<file path="src/design/task_file_consts.vh">
`ifndef TASK_FILE_CONSTS_VH
`define TASK_FILE_CONSTS_VH

// register offsets on the host address lines
`define OFS_FAULT 4'h1
`define OFS_COUNT 4'h2
`define OFS_SECTOR 4'h3
`define OFS_ADDR_MID 4'h4
`define OFS_ADDR_UP 4'h5
`define OFS_UNIT 4'h6
`define OFS_PRIMARY 4'h7
`define OFS_FAULT_DUP 4'hD
`define OFS_SHADOW 4'hE

// fault_detail fields
`define FLT_BAD_BLOCK 7
`define FLT_UNFIXABLE 6
`define FLT_NOT_FOUND 4
`define FLT_ABORTED 2
`define FLT_GENERAL 0
`define FLT_VALID_MASK 8'hD5

// unit_and_address_mode fields
`define UNIT_LBA_BIT 6
`define UNIT_SELECT_BIT 4

// primary_condition fields
`define ST_BUSY 7
`define ST_READY 6
`define ST_WRITE_FAULT 5
`define ST_SEEK_DONE 4
`define ST_DATA_REQ 3
`define ST_FIXED 2
`define ST_INDEX 1
`define ST_ERROR 0

// reset_and_irq_control fields
`define CTRL_SOFT_RESET_BIT 2
`define CTRL_IRQ_DISABLE_BIT 1
`define CTRL_KEEP_MASK 8'h06

// reset values
`define RST_FAULT 8'h00
`define RST_BYTE 8'h00
`define RST_CTRL 8'h00

// a zero sector count asks for this many sectors
`define SECTOR_ZERO_TOTAL 9'h100

`endif

</file>
<file path="src/design/task_file_regs.v">
// Summary of operation
// - set bad block bit 7 and unfixable data bit 6 from command faults.
// - set sector-not-found bit 4; fault bits 5, 3 and 1 read zero.
// - set aborted-command bit 2 on status conditions or invalid command.
// - set general fault bit 0 on any general command error.
// - byte read/write at offset 0 on the high lane reaches fault/feature.
// - a zero sector count means 256 sectors to transfer.
// - sector count reads zero on success, remaining sectors on failure.
// - block address packs sector, mid, upper and four head bits.
// - unit bit 6 picks chs or block mode; low nibble is head.
// - unit bit 4 picks drive; compare against configured copy number.
// - primary status read clears pending interrupt; shadow read does not.
// - busy bit set while device owns registers; host writes other than control locked out.
// - ready bit clear from power-up until the card can accept commands.
// - bit 5 reports write fault, bit 4 reports card ready.
// - bit 3 set while the device wants data moved.
// - bit 2 set after a corrected error without ending the read.
// - bit 1 reads zero; bit 0 flags previous command ended in error.
// - on a failed command leave first failing sector address in registers.
// - control writes accepted while busy; bits 7..3 and 0 ignored.
// - control bit 2 holds soft reset until cleared; config untouched.
// - control bit 1 disables interrupts and feeds config status bit.
`timescale 1ns/1ps
`default_nettype none
`include "task_file_consts.vh"

module task_file_regs (
	// clock and reset
	input wire ref_clk_i,
	input wire rst_n_i,
	// host pins, asynchronous to ref_clk_i
	input wire [3:0] addr_i,
	input wire low_byte_card_select_n_i,
	input wire high_byte_card_select_n_i,
	input wire rd_n_i,
	input wire wr_n_i,
	input wire [15:0] data_i,
	output reg [15:0] data_o,
	output reg data_lo_oe_o,
	output reg data_hi_oe_o,
	// card configuration
	input wire card_copy_i,
	// card controller state, same clock
	input wire busy_i,
	input wire ready_i,
	input wire write_fault_i,
	input wire data_request_i,
	input wire fixed_data_i,
	input wire cmd_end_i,
	input wire cmd_fail_i,
	input wire [7:0] fault_flags_i,
	input wire [7:0] remaining_i,
	input wire [27:0] fail_address_i,
	// parameters to the card controller
	output wire [7:0] feature_o,
	output wire [8:0] transfer_total_o,
	output wire [27:0] block_address_o,
	output wire lba_mode_o,
	output wire [3:0] head_o,
	output wire unit_selected_o,
	output wire soft_reset_o,
	// interrupt
	output reg irq_o,
	output wire irq_disable_o
);

	localparam SYNC_W = 24;

	// two-stage synchroniser for all host pins
	reg [SYNC_W-1:0] pin_meta_reg;
	reg [SYNC_W-1:0] pin_sync_reg;
	reg rd_n_last_reg;
	reg wr_n_last_reg;

	// task file storage
	reg [7:0] fault_reg;
	reg [7:0] fault_next;
	reg [7:0] feature_reg;
	reg [7:0] feature_next;
	reg [7:0] count_reg;
	reg [7:0] count_next;
	reg [7:0] sector_reg;
	reg [7:0] sector_next;
	reg [7:0] addr_mid_reg;
	reg [7:0] addr_mid_next;
	reg [7:0] addr_up_reg;
	reg [7:0] addr_up_next;
	reg [7:0] unit_reg;
	reg [7:0] unit_next;
	reg [7:0] ctrl_reg;
	reg [7:0] ctrl_next;
	reg error_reg;
	reg error_next;
	reg fixed_reg;
	reg fixed_next;
	reg irq_pend_reg;
	reg irq_pend_next;
	reg drq_last_reg;
	reg [7:0] fault_in;

	wire [3:0] s_addr;
	wire s_ce1_n;
	wire s_ce2_n;
	wire s_rd_n;
	wire s_wr_n;
	wire [15:0] s_data;
	wire word_acc;
	wire data_word;
	wire [3:0] lo_ofs;
	wire [3:0] hi_ofs;
	wire lo_en;
	wire hi_en;
	wire wr_take;
	wire rd_done;
	wire srst;
	wire busy_view;
	wire [8:0] lo_rd;
	wire [8:0] hi_rd;
	wire prim_read;
	wire drq_rise;
	wire [SYNC_W-1:0] pin_raw;
	wire lo_prim;
	wire hi_prim;
	wire ready_view;
	wire irq_set;
	reg [7:0] status;
	reg [3:0] w_ofs;
	reg [7:0] w_dat;
	reg w_en;
	integer ln;

	// pins are gathered so one synchroniser carries the whole access
	assign pin_raw = {data_i, wr_n_i, rd_n_i, high_byte_card_select_n_i,
		low_byte_card_select_n_i, addr_i};

	// lane order of the synchronised word mirrors pin_raw
	assign s_addr = pin_sync_reg[3:0];
	assign s_ce1_n = pin_sync_reg[4];
	assign s_ce2_n = pin_sync_reg[5];
	assign s_rd_n = pin_sync_reg[6];
	assign s_wr_n = pin_sync_reg[7];
	assign s_data = pin_sync_reg[23:8];

	// lane decode: high lane alone reaches the odd register of the pair
	assign word_acc = ~s_ce1_n & ~s_ce2_n;
	// a word access at offsets 0/1 belongs to the data port, not to us
	assign data_word = word_acc && (s_addr[3:1] == 3'h0);
	assign lo_ofs = word_acc ? {s_addr[3:1], 1'b0} : s_addr;
	assign hi_ofs = {s_addr[3:1], 1'b1};
	assign lo_en = ~s_ce1_n & ~data_word;
	assign hi_en = ~s_ce2_n & ~data_word;

	// act at the trailing edge so the synchronised data has settled
	assign wr_take = s_wr_n & ~wr_n_last_reg;
	assign rd_done = s_rd_n & ~rd_n_last_reg;

	assign srst = ctrl_reg[`CTRL_SOFT_RESET_BIT];
	assign busy_view = busy_i | srst;
	// ready is hidden while soft reset holds the card
	assign ready_view = ready_i & ~srst;

	// status is rebuilt every cycle from live controller levels and the stored corrected and error flags
	always @* begin
		status = 8'h00;
		status[`ST_BUSY] = busy_view;
		status[`ST_READY] = ready_view;
		status[`ST_WRITE_FAULT] = write_fault_i;
		status[`ST_SEEK_DONE] = ready_i;
		status[`ST_DATA_REQ] = data_request_i;
		status[`ST_FIXED] = fixed_reg;
		status[`ST_INDEX] = 1'b0;
		status[`ST_ERROR] = error_reg;
	end

	function [8:0] read_byte;
		input [3:0] ofs;
		begin
			case (ofs)
				`OFS_FAULT: read_byte = {1'b1, fault_reg & `FLT_VALID_MASK};
				`OFS_FAULT_DUP: read_byte = {1'b1, fault_reg & `FLT_VALID_MASK};
				`OFS_COUNT: read_byte = {1'b1, count_reg};
				`OFS_SECTOR: read_byte = {1'b1, sector_reg};
				`OFS_ADDR_MID: read_byte = {1'b1, addr_mid_reg};
				`OFS_ADDR_UP: read_byte = {1'b1, addr_up_reg};
				`OFS_UNIT: read_byte = {1'b1, unit_reg};
				`OFS_PRIMARY: read_byte = {1'b1, status};
				`OFS_SHADOW: read_byte = {1'b1, status};
				default: read_byte = 9'h000;
			endcase
		end
	endfunction

	// both lanes are looked up every cycle; the enables decide what is driven
	assign lo_rd = read_byte(lo_ofs);
	assign hi_rd = read_byte(hi_ofs);
	// only the primary offset clears; the shadow copy leaves it pending
	assign lo_prim = lo_en && (lo_ofs == `OFS_PRIMARY);
	assign hi_prim = hi_en && (hi_ofs == `OFS_PRIMARY);
	assign prim_read = rd_done && (lo_prim || hi_prim);

	// edge, not level: a standing request would re-arm after every status read
	assign drq_rise = data_request_i & ~drq_last_reg;
	// completion and a new data request both raise the pending flag
	assign irq_set = cmd_end_i | drq_rise;

	// fault inputs pass field by field; undefined positions never latch
	// so they cannot leak through a later read
	always @* begin
		fault_in = 8'h00;
		fault_in[`FLT_BAD_BLOCK] = fault_flags_i[`FLT_BAD_BLOCK];
		fault_in[`FLT_UNFIXABLE] = fault_flags_i[`FLT_UNFIXABLE];
		fault_in[`FLT_NOT_FOUND] = fault_flags_i[`FLT_NOT_FOUND];
		fault_in[`FLT_ABORTED] = fault_flags_i[`FLT_ABORTED];
		fault_in[`FLT_GENERAL] = fault_flags_i[`FLT_GENERAL];
	end

	always @* begin
		fault_next = fault_reg;
		feature_next = feature_reg;
		count_next = count_reg;
		sector_next = sector_reg;
		addr_mid_next = addr_mid_reg;
		addr_up_next = addr_up_reg;
		unit_next = unit_reg;
		ctrl_next = ctrl_reg;
		error_next = error_reg;
		fixed_next = fixed_reg;
		irq_pend_next = irq_pend_reg;
		w_ofs = 4'h0;
		w_dat = 8'h00;
		w_en = 1'b0;
		// a word access writes both lanes on the same strobe
		for (ln = 0; ln < 2; ln = ln + 1) begin
			w_ofs = (ln == 1) ? hi_ofs : lo_ofs;
			w_dat = (ln == 1) ? s_data[15:8] : s_data[7:0];
			w_en = wr_take & ((ln == 1) ? hi_en : lo_en);
			if (w_en && w_ofs == `OFS_SHADOW) begin
				// control stays writable while busy, unused bits dropped
				ctrl_next = w_dat & `CTRL_KEEP_MASK;
			end else if (w_en && !busy_view) begin
				case (w_ofs)
					`OFS_FAULT: feature_next = w_dat;
					`OFS_FAULT_DUP: feature_next = w_dat;
					`OFS_COUNT: count_next = w_dat;
					`OFS_SECTOR: sector_next = w_dat;
					`OFS_ADDR_MID: addr_mid_next = w_dat;
					`OFS_ADDR_UP: addr_up_next = w_dat;
					// bits 7 and 5 are stored but steer nothing
					`OFS_UNIT: unit_next = w_dat;
					default: begin
					end
				endcase
			end
		end
		// primary status read clears the corrected flag; a new event wins
		if (prim_read) begin
			fixed_next = 1'b0;
		end
		if (fixed_data_i) begin
			fixed_next = 1'b1;
		end
		if (cmd_end_i) begin
			error_next = cmd_fail_i;
			// only the documented fault bits can be set
			fault_next = cmd_fail_i ? fault_in : `RST_FAULT;
			count_next = cmd_fail_i ? remaining_i : 8'h00;
			// a failed command leaves the first bad sector in the address registers
			if (cmd_fail_i) begin
				sector_next = fail_address_i[7:0];
				addr_mid_next = fail_address_i[15:8];
				addr_up_next = fail_address_i[23:16];
				unit_next = {unit_reg[7:4], fail_address_i[27:24]};
			end
		end
		// set wins over the read clear so no completion is lost
		if (prim_read) begin
			irq_pend_next = 1'b0;
		end
		if (irq_set) begin
			irq_pend_next = 1'b1;
		end
		// soft reset holds the task file; control register survives
		if (srst) begin
			fault_next = `RST_FAULT;
			feature_next = `RST_BYTE;
			count_next = `RST_BYTE;
			sector_next = `RST_BYTE;
			addr_mid_next = `RST_BYTE;
			addr_up_next = `RST_BYTE;
			unit_next = `RST_BYTE;
			error_next = 1'b0;
			fixed_next = 1'b0;
			irq_pend_next = 1'b0;
		end
	end

	// hosts must hold address, selects and data one clock past the strobe's
	// rising edge; a shorter hold is simply missed, there is no error flag
	always @(posedge ref_clk_i or negedge rst_n_i) begin
		if (!rst_n_i) begin
			pin_meta_reg <= {SYNC_W{1'b1}};
			pin_sync_reg <= {SYNC_W{1'b1}};
			rd_n_last_reg <= 1'b1;
			wr_n_last_reg <= 1'b1;
		end else begin
			pin_meta_reg <= pin_raw;
			pin_sync_reg <= pin_meta_reg;
			rd_n_last_reg <= s_rd_n;
			wr_n_last_reg <= s_wr_n;
		end
	end

	always @(posedge ref_clk_i or negedge rst_n_i) begin
		if (!rst_n_i) begin
			fault_reg <= `RST_FAULT;
			feature_reg <= `RST_BYTE;
			count_reg <= `RST_BYTE;
			sector_reg <= `RST_BYTE;
			addr_mid_reg <= `RST_BYTE;
			addr_up_reg <= `RST_BYTE;
			unit_reg <= `RST_BYTE;
			ctrl_reg <= `RST_CTRL;
			error_reg <= 1'b0;
			fixed_reg <= 1'b0;
			irq_pend_reg <= 1'b0;
			drq_last_reg <= 1'b0;
			irq_o <= 1'b0;
		end else begin
			fault_reg <= fault_next;
			feature_reg <= feature_next;
			count_reg <= count_next;
			sector_reg <= sector_next;
			addr_mid_reg <= addr_mid_next;
			addr_up_reg <= addr_up_next;
			unit_reg <= unit_next;
			// control survives a soft reset, so only the host can end it
			ctrl_reg <= ctrl_next;
			error_reg <= error_next;
			fixed_reg <= fixed_next;
			irq_pend_reg <= irq_pend_next;
			drq_last_reg <= data_request_i;
			// disable gates the pin only; the pending flag is kept
			irq_o <= irq_pend_next & ~ctrl_next[`CTRL_IRQ_DISABLE_BIT];
		end
	end

	// read data is refreshed every cycle; only the output enables wait for the strobe to be low
	always @(posedge ref_clk_i or negedge rst_n_i) begin
		if (!rst_n_i) begin
			data_o <= 16'h0000;
			data_lo_oe_o <= 1'b0;
			data_hi_oe_o <= 1'b0;
		end else begin
			data_lo_oe_o <= ~s_rd_n & lo_en & lo_rd[8];
			data_hi_oe_o <= ~s_rd_n & hi_en & hi_rd[8];
			data_o <= {hi_rd[7:0], lo_rd[7:0]};
		end
	end

	assign feature_o = feature_reg;
	// nine bits so a zero count reaches the controller already expanded
	assign transfer_total_o = (count_reg == 8'h00) ? `SECTOR_ZERO_TOTAL
		: {1'b0, count_reg};
	// chs mode keeps the same packing: head nibble, cylinder, sector
	assign block_address_o = {unit_reg[3:0], addr_up_reg, addr_mid_reg, sector_reg};
	assign lba_mode_o = unit_reg[`UNIT_LBA_BIT];
	assign head_o = unit_reg[3:0];
	// the block answers whichever unit is picked; the controller gates on this
	assign unit_selected_o = (unit_reg[`UNIT_SELECT_BIT] == card_copy_i);
	assign soft_reset_o = srst;
	assign irq_disable_o = ctrl_reg[`CTRL_IRQ_DISABLE_BIT];

endmodule // task_file_regs
`default_nettype wire

</file>
<file path="config.mk">
export PLATFORM = sky130hd
export DESIGN_NAME = task_file_regs
export DESIGN_NICKNAME = d
export VERILOG_FILES = /design/src/design/task_file_regs.v
export VERILOG_INCLUDE_DIRS = /design/src /design/src/design
export SDC_FILE = /design/constraint.sdc
export NUM_CORES = 1
export LEC_CHECK = 0
export BUFFER_PORTS_ARGS = -buffer_cell sky130_fd_sc_hd__buf_2
export CORE_UTILIZATION = 54
export CTS_BUF_LIST = sky130_fd_sc_hd__clkbuf_8
export DETAILED_ROUTE_END_ITERATION = 8
export GPL_TIMING_DRIVEN = 0
export PLACE_DENSITY = 0.92
export SLEW_MARGIN = 20
export SYNTH_ARGS = -nofsm -noshare
export SYNTH_HDL_FRONTEND = slang
export SYNTH_SLANG_ARGS = --single-unit
</file>
<file path="constraint.sdc">
create_clock -name ref_clk_i -period 2.25 [get_ports ref_clk_i]
set_input_delay 0 -clock ref_clk_i [delete_from_list [all_inputs] [get_ports ref_clk_i]]
set_output_delay 0 -clock ref_clk_i [all_outputs]
set_load 0.05 [all_outputs]
</file>
==> reports/metrics.yaml, run 1 <==
setup_path:
  crit_chain: "clkbuf_1 -> a21oi_1 -> a311oi_4 -> clkbuf_2 -> nand2_1 -> o21ai_0"
  critPathMaxStageDelay_ns: 0.52
  critPathMaxFanout: 10
  path_class: "flop to flop"
  start_kind: "flop"
  cp.required_ns: 2.53
  critical_path_arrival_ns: 2.69
  slowest_stage: "dfstp_2"
  r2r_setup_slack_ns: -0.15
  critPathCaptureType: "flop"
logic_synthesis:
  seq_area_frac_synth_pct: 60.2
  ys.flop_type: "dfrtp_1"
  synth_nets: 552
  syn_inst: 474
  synth.area.mux_share_pct: 6.65
  yosys.area.top_type: "dfrtp_1"
  synth_xor_xnor_area_share_pct: 0.323
  synth_top_family_by_area: "compound AO/OA/AOI/OAI gates"
  synth_compound_area_share_pct: 18.1
  synthAdderAreaFrac_pct: 0
  ys_types: 54
  async_flop_share_pct: 100
  synth-simple-area-share_pct: 10.5
  synth-edff-count: 0
  synth.ff_latch_count: 128
  ys_top_cells_by_area: "dfrtp_1 36%, dfstp_2 24%, mux2i_1 5.0%"
  synth.avg_cell_area_sq_um: 11.4
  synth_area_sq_um: 5420
  synth.top_cell.area_share_pct: 36.0
  yosys_warnings: 0
pwr:
  leakage_nw: 3.56
  ir_drop_mv: 0.641
  powerDensity_nw_per_um2: 925
clock_tree:
  root_buffer: "clkbuf_8"
  numCtsBuffers: 17
  clock_latency_ns: 0.45
  cts_htree_levels: 4
  clkTransAtPathRegs_ns: 0.08
  cts_tree: "built"
  cts_sinks: 128
  clk_path_buf_depth: 2
sta:
  period_needed_ns: 2.40
  slew_violations: 0
  maxSlewHeadroom_pct: 54.2
  fmax_mhz: 416
  setup_tns_ns: -0.168
  period_share_pct: 107
  finalSetupViolCount: 2
  skew_ns: 0.0139
  fin_ws_ns: -0.152
  rsz0062_at_grt: "yes"
  tightest_slew_ns: 0.687
  hold_viol: 0
grt:
  antenna_found_initial: 0
  grt_pass1_vias: 5143
  grt_first_pass_wirelength_microns: 27100
  grtUsageTotal_pct: 36.0
  gr-total-overflow: 0
  grt_max_degree: 87
placed_design:
  io_buffers: 145
  place_area_sq_um: 6350
  dp_hpwl_microns: 11200
  gp_congestion: 0.904
finish:
  stdcell_area_sq_um: 7660
  regArea_sq_um: 3270
  area_delta_synth_final_pct: 41.3
  nets: 793
  diodes: 0
  multiInputGateArea_sq_um: 1990
  layout_commonest_cell: "buf_2"
  final_cell_mix: "145 x buf_2, 77 x dfrtp_1, 71 x dlygate4sd3_1, 50 x dfstp_2, 44 x nor2_1"
  fill_cells: 556
  post-route-util_pct: 78.7
  drive_gt1_share_pct: 38.5
floorplan:
  rows: 36
  ios: 150
  die_area_sq_um: 10400
  core-area_sq_um: 9730
  die_w_microns: 102
  die_h_microns: 102
  initial_core_util_pct: 55.7
detailed_routing:
  drt-pass1-iter-count: 8
  via_per_inst: 6.11
  post_drt_wl_per_cell_microns: 21.0
  drc_errors: 0
  route.antenna.remaining_nets: 0
  dr_total_vias: 5258
  wirelength_microns: 18000
  drt-initial-drc-count: 675
flow_run:
  maxCapViolCount: 0
worst_hold_path:
  hp-class: "primary input to async pin"
run_status:
  outcome: "finished, violations left"
  violations: "negative setup slack"
worst paths after layout:
check	to	start	cells past startpoint
hold reg to reg	pin_sync_reg[12]$_DFF_PN1_	pin_meta_reg[12]$_DFF_PN1_	0
setup reg to reg	count_reg[3]$_DFFE_PN0P_	pin_sync_reg[5]$_DFF_PN1_	6
max in group asynchronous	pin_sync_reg[9]$_DFF_PN1_	rst_n_i	3
hold / removal	sector_reg[2]$_DFF_PN0_	rst_n_i	2
min in group ref_clk_i	sector_reg[5]$_DFF_PN0_	cmd_fail_i	4
setup / recovery	count_reg[3]$_DFFE_PN0P_	pin_sync_reg[5]$_DFF_PN1_	6
cells in the mapped netlist, types with 2 or more instances:
| cell | number |
|---|---|
| clkbuf_1 | 33 |
| buf_4 | 8 |
| a32oi_1 | 2 |
| nor2_1 | 44 |
| nor3_1 | 2 |
| o21a_1 | 2 |
| a21oi_1 | 31 |
| buf_1 | 2 |
| o22a_1 | 8 |
| nand2_1 | 37 |
| mux2_2 | 8 |
| inv_1 | 4 |
| nor3b_1 | 4 |
| o21ai_0 | 39 |
| mux2i_1 | 27 |
| a211oi_1 | 11 |
| dfstp_2 | 50 |
| a22oi_1 | 15 |
| o221a_2 | 8 |
| or4_1 | 3 |
| dfrtp_1 | 78 |
| nand2b_1 | 3 |
| a222oi_1 | 2 |
| nand3_1 | 8 |
| nor2b_1 | 2 |
| a22o_1 | 11 |
| o211ai_1 | 5 |
timing repair:
item | 4_1_cts | 5_1_grt
cloned | 0 | 0
setup endpoints to repair | 47 | 39
hold buffers | 71 | 0
pin swaps | 1 | 2
buffers inserted | 1 | 6
endpoints found under the hold margin | 179 | 0
resized for setup | 9 | 14
final cells by class:
| cell class | instances | share of cell area [%] |
|---|---|---|
| timing repair buffer | 224 | 20.1 |
| inverter | 5 | 0.245 |
| sequential | 128 | 42.7 |
| multi-input combinational | 297 | 26.0 |
| tap | 133 | 2.17 |
| buffer | 42 | 2.70 |
| clock buffer | 21 | 3.78 |
| clock inverter | 11 | 2.39 |
report_power, final:
part / internal [mW] / total (mW) / switching, mW
clock: 1.43 / 2.33 / 0.902
sequential: 2.59 / 2.86 / 0.263
combinational: 0.578 / 1.90 / 1.32
layer usage:
layer / GRT usage (%) / vias up / routed length (microns)
met2: 55.2 / 466 / 8430
li1: - / 2195 / -
met1: 45.9 / 2462 / 6320
met5: 0 / - / 0
met4: 22.3 / 0 / 1290
met3: 9.44 / 135 / 1990
logic make-up after synthesis:
logic type / count (synthesis)
AO/OA/AOI/OAI: 144
flip-flops: 128
AND/OR/NAND/NOR: 116
buffers and inverters: 49
multiplexers: 35
XOR/XNOR: 2
through the flow:
stage	instances	hold slack (ns)	power [mW]	worst slack, ns
final	861	0.0398	7.09	-0.152
after global routing	861	0.0620	7.29	-0.188
after detailed placement	753	-0.0625	4.58	-0.407
after CTS	855	0.0236	6.99	0.0552
after floorplan	474	-0.296	4.02	0.0397
after global placement	752	0.105	4.52	-0.451
worst max-delay path, delay by kind of cell, from the launching register on:
| family | cells | cell delay [ns] |
|---|---|---|
| compound gates | 3 | 1.01 |
| buf+inv | 2 | 0.61 |
| flops | 1 | 0.52 |
| simple gates | 1 | 0.10 |
Power figures use the tool's default switching activity.
==> inputs of run 2 (changes only) <==
Settings changed: CELL_PAD_IN_SITES_DETAIL_PLACEMENT set to 2, CELL_PAD_IN_SITES_GLOBAL_PLACEMENT set to 2, CORE_UTILIZATION 54 to 34.
==> run 2 against run 1 <==
Compared with the run above:
- power increased by 6.0%
- die area rose by 58%
- largest power group unchanged
- the run still ends with negative setup slack left
- cell area grew 1.9%
- register-to-register slack gained 0.05 ns
- count of clock-buffer cells in the layout shrank 4
==> reports/metrics.yaml, run 2 (synthesized netlist as in run 1, its figures left out) <==
worst_hold_path:
  hp-class: "primary input to async pin"
grt:
  grt_first_pass_wirelength_microns: 43300
  met3_usage_pct: 11.9
  grt_pass1_vias: 6328
  gr-total-overflow: 0
  grtUsageTotal_pct: 37.4
  antenna_found_initial: 1
  grt_max_degree: 69
  grt_use_met1_pct: 44.6
  met2_usage_pct: 60.2
  busiest_layer: "met2"
clock_tree:
  numCtsBuffers: 17
  cts_tree: "built"
  cts_htree_levels: 4
  clkTransAtPathRegs_ns: 0.11
  cts_sinks: 128
  root_buffer: "clkbuf_8"
  clock_latency_ns: 0.51
  clk_path_buf_depth: 2
pwr:
  clkPwrFrac_pct: 31.9
  powerDensity_nw_per_um2: 962
  total_power_mw: 7.51
  p_switching_mw: 3.18
  power.internal_mw: 4.33
  swShare_pct: 42.4
  ir_drop_mv: 0.577
  seqPwrFrac_pct: 39.3
  leakage_nw: 3.58
  power_frac_comb_pct: 28.8
floorplan:
  ios: 150
  die_h_microns: 128
  initial_core_util_pct: 35.3
  die_w_microns: 128
  core-area_sq_um: 15400
  die_area_sq_um: 16500
  rows: 45
run_status:
  outcome: "finished, violations left"
  violations: "negative setup slack"
detailed_routing:
  drt-pass1-iter-count: 6
  drt-initial-drc-count: 635
  drc_errors: 0
  post_drt_wl_per_cell_microns: 34.1
  wirelength_microns: 32100
  via_per_inst: 6.23
  route.antenna.remaining_nets: 0
  dr_total_vias: 5875
sta:
  maxSlewHeadroom_pct: 41.2
  period_needed_ns: 2.36
  tightest_slew_ns: 0.882
  hold_viol: 0
  rsz0062_at_grt: "yes"
  fmax_mhz: 425
  finalSetupViolCount: 13
  period_share_pct: 105
  fin_ws_ns: -0.105
  slew_violations: 0
  skew_ns: 0.0327
finish:
  diodes: 0
  layout_commonest_cell: "buf_2"
  nets: 797
  multiInputGateArea_sq_um: 2040
  final_cell_mix: "147 x buf_2, 77 x dfrtp_1, 70 x dlygate4sd3_1, 50 x dfstp_2, 43 x nor2_1"
  drive_gt1_share_pct: 41.0
  layout.cells.non_filler: 943
  regArea_sq_um: 3270
  area_delta_synth_final_pct: 44.0
  stdcell_area_sq_um: 7800
  fill_cells: 1494
setup_path:
  cp.required_ns: 2.58
  critPathCaptureType: "flop"
  slowest_stage: "dfstp_2"
  crit_family: "buffers and inverters"
  r2r_setup_slack_ns: -0.11
  r2r-end: "count_reg[1]$_DFFE_PN0P_"
  r2r_start: "pin_sync_reg[2]$_DFF_PN1_"
  critPathMaxFanout: 10
  crit_buf_inv: 4
  start_kind: "flop"
  crit_chain: "buf_2 -> nor3b_4 -> buf_4 -> a311oi_4 -> buf_4 -> clkbuf_4 -> nand2_1 -> o21ai_0"
  critPathMaxStageDelay_ns: 0.58
  path_class: "flop to flop"
  r2r.worst_path.cells: 8
  crit_top_cell: "buf_4"
  critical_path_arrival_ns: 2.68
placed_design:
  gp_congestion: 0.889
  pre_cts_ws_ns: -0.474
  place_area_sq_um: 6440
  dp_hpwl_microns: 15700
  place_inst: 831
  io_buffers: 145
flow_run:
  maxCapViolCount: 0
[run 2: cell type report]
cell class	instances	share of cell area (%)
Timing Repair Buffer	228	20.0
Tap cell	211	3.38
Clock buffer	17	3.00
Multi-Input combinational cell	297	26.1
Clock inverter	15	2.52
Sequential cell	128	41.9
Inverter	5	0.241
Buffer	42	2.85
[run 2: how the worst max path moves through the flow]
stage	slack, ns	startpoint	to	depth (start not counted)
3_3_place_gp	-0.52	rst_n_i	ctrl_reg[2]$_DFFE_PN0P_	1
2_1_floorplan	0.04	ctrl_reg[2]$_DFFE_PN0P_	feature_o[0]$_DFF_PN0_	5
5_1_grt	-0.15	pin_sync_reg[3]$_DFF_PN1_	data_o[2]$_DFF_PN0_	5
6_report	-0.11	pin_sync_reg[2]$_DFF_PN1_	count_reg[1]$_DFFE_PN0P_	8
4_1_cts	0.006	pin_sync_reg[4]$_DFF_PN1_	feature_o[6]$_DFF_PN0_	4
3_5_place_dp	-0.47	pin_sync_reg[2]$_DFF_PN1_	addr_up_reg[2]$_DFF_PN0_	5
[run 2: power groups by stage]
stage	Clock, mW	Sequential (mW)	Combinational (mW)
final	2.40	2.95	2.16
after floorplan	0	3.32	0.707
after detailed placement	0	2.89	1.80
after global routing	2.46	2.94	2.20
after global placement	0	2.87	1.70
after CTS	2.26	2.87	1.97
[run 2: per-stage QoR]
| stage | setup TNS, ns | utilization, % | hold slack, ns |
|---|---|---|---|
| 2_1_floorplan | 0 | - | -0.296 |
| 3_3_place_gp | -31.48 | 41.7 | 0.104 |
| 3_5_place_dp | -14.65 | 41.9 | 0.0275 |
| 4_1_cts | 0 | 50.2 | 0.00697 |
| 5_1_grt | -0.675 | 50.8 | 0.0822 |
| 6_report | -0.507 | 50.8 | 0.0389 |
[run 2: timing repair]
item,CTS,global route
pin swaps,4,3
endpoints found under the hold margin,137,0
gates cloned,0,0
hold buffers,70,0
setup endpoints to repair,60,56
setup buffers,6,6
resized for setup,21,25
[run 2: metal layers]
| metal | share of wire [%] | up-vias |
|---|---|---|
| met5 | 0.040 | - |
| met3 | 9.6 | 173 |
| met4 | 6.3 | 2 |
| li1 | - | 2197 |
| met1 | 37 | 3003 |
| met2 | 47 | 500 |
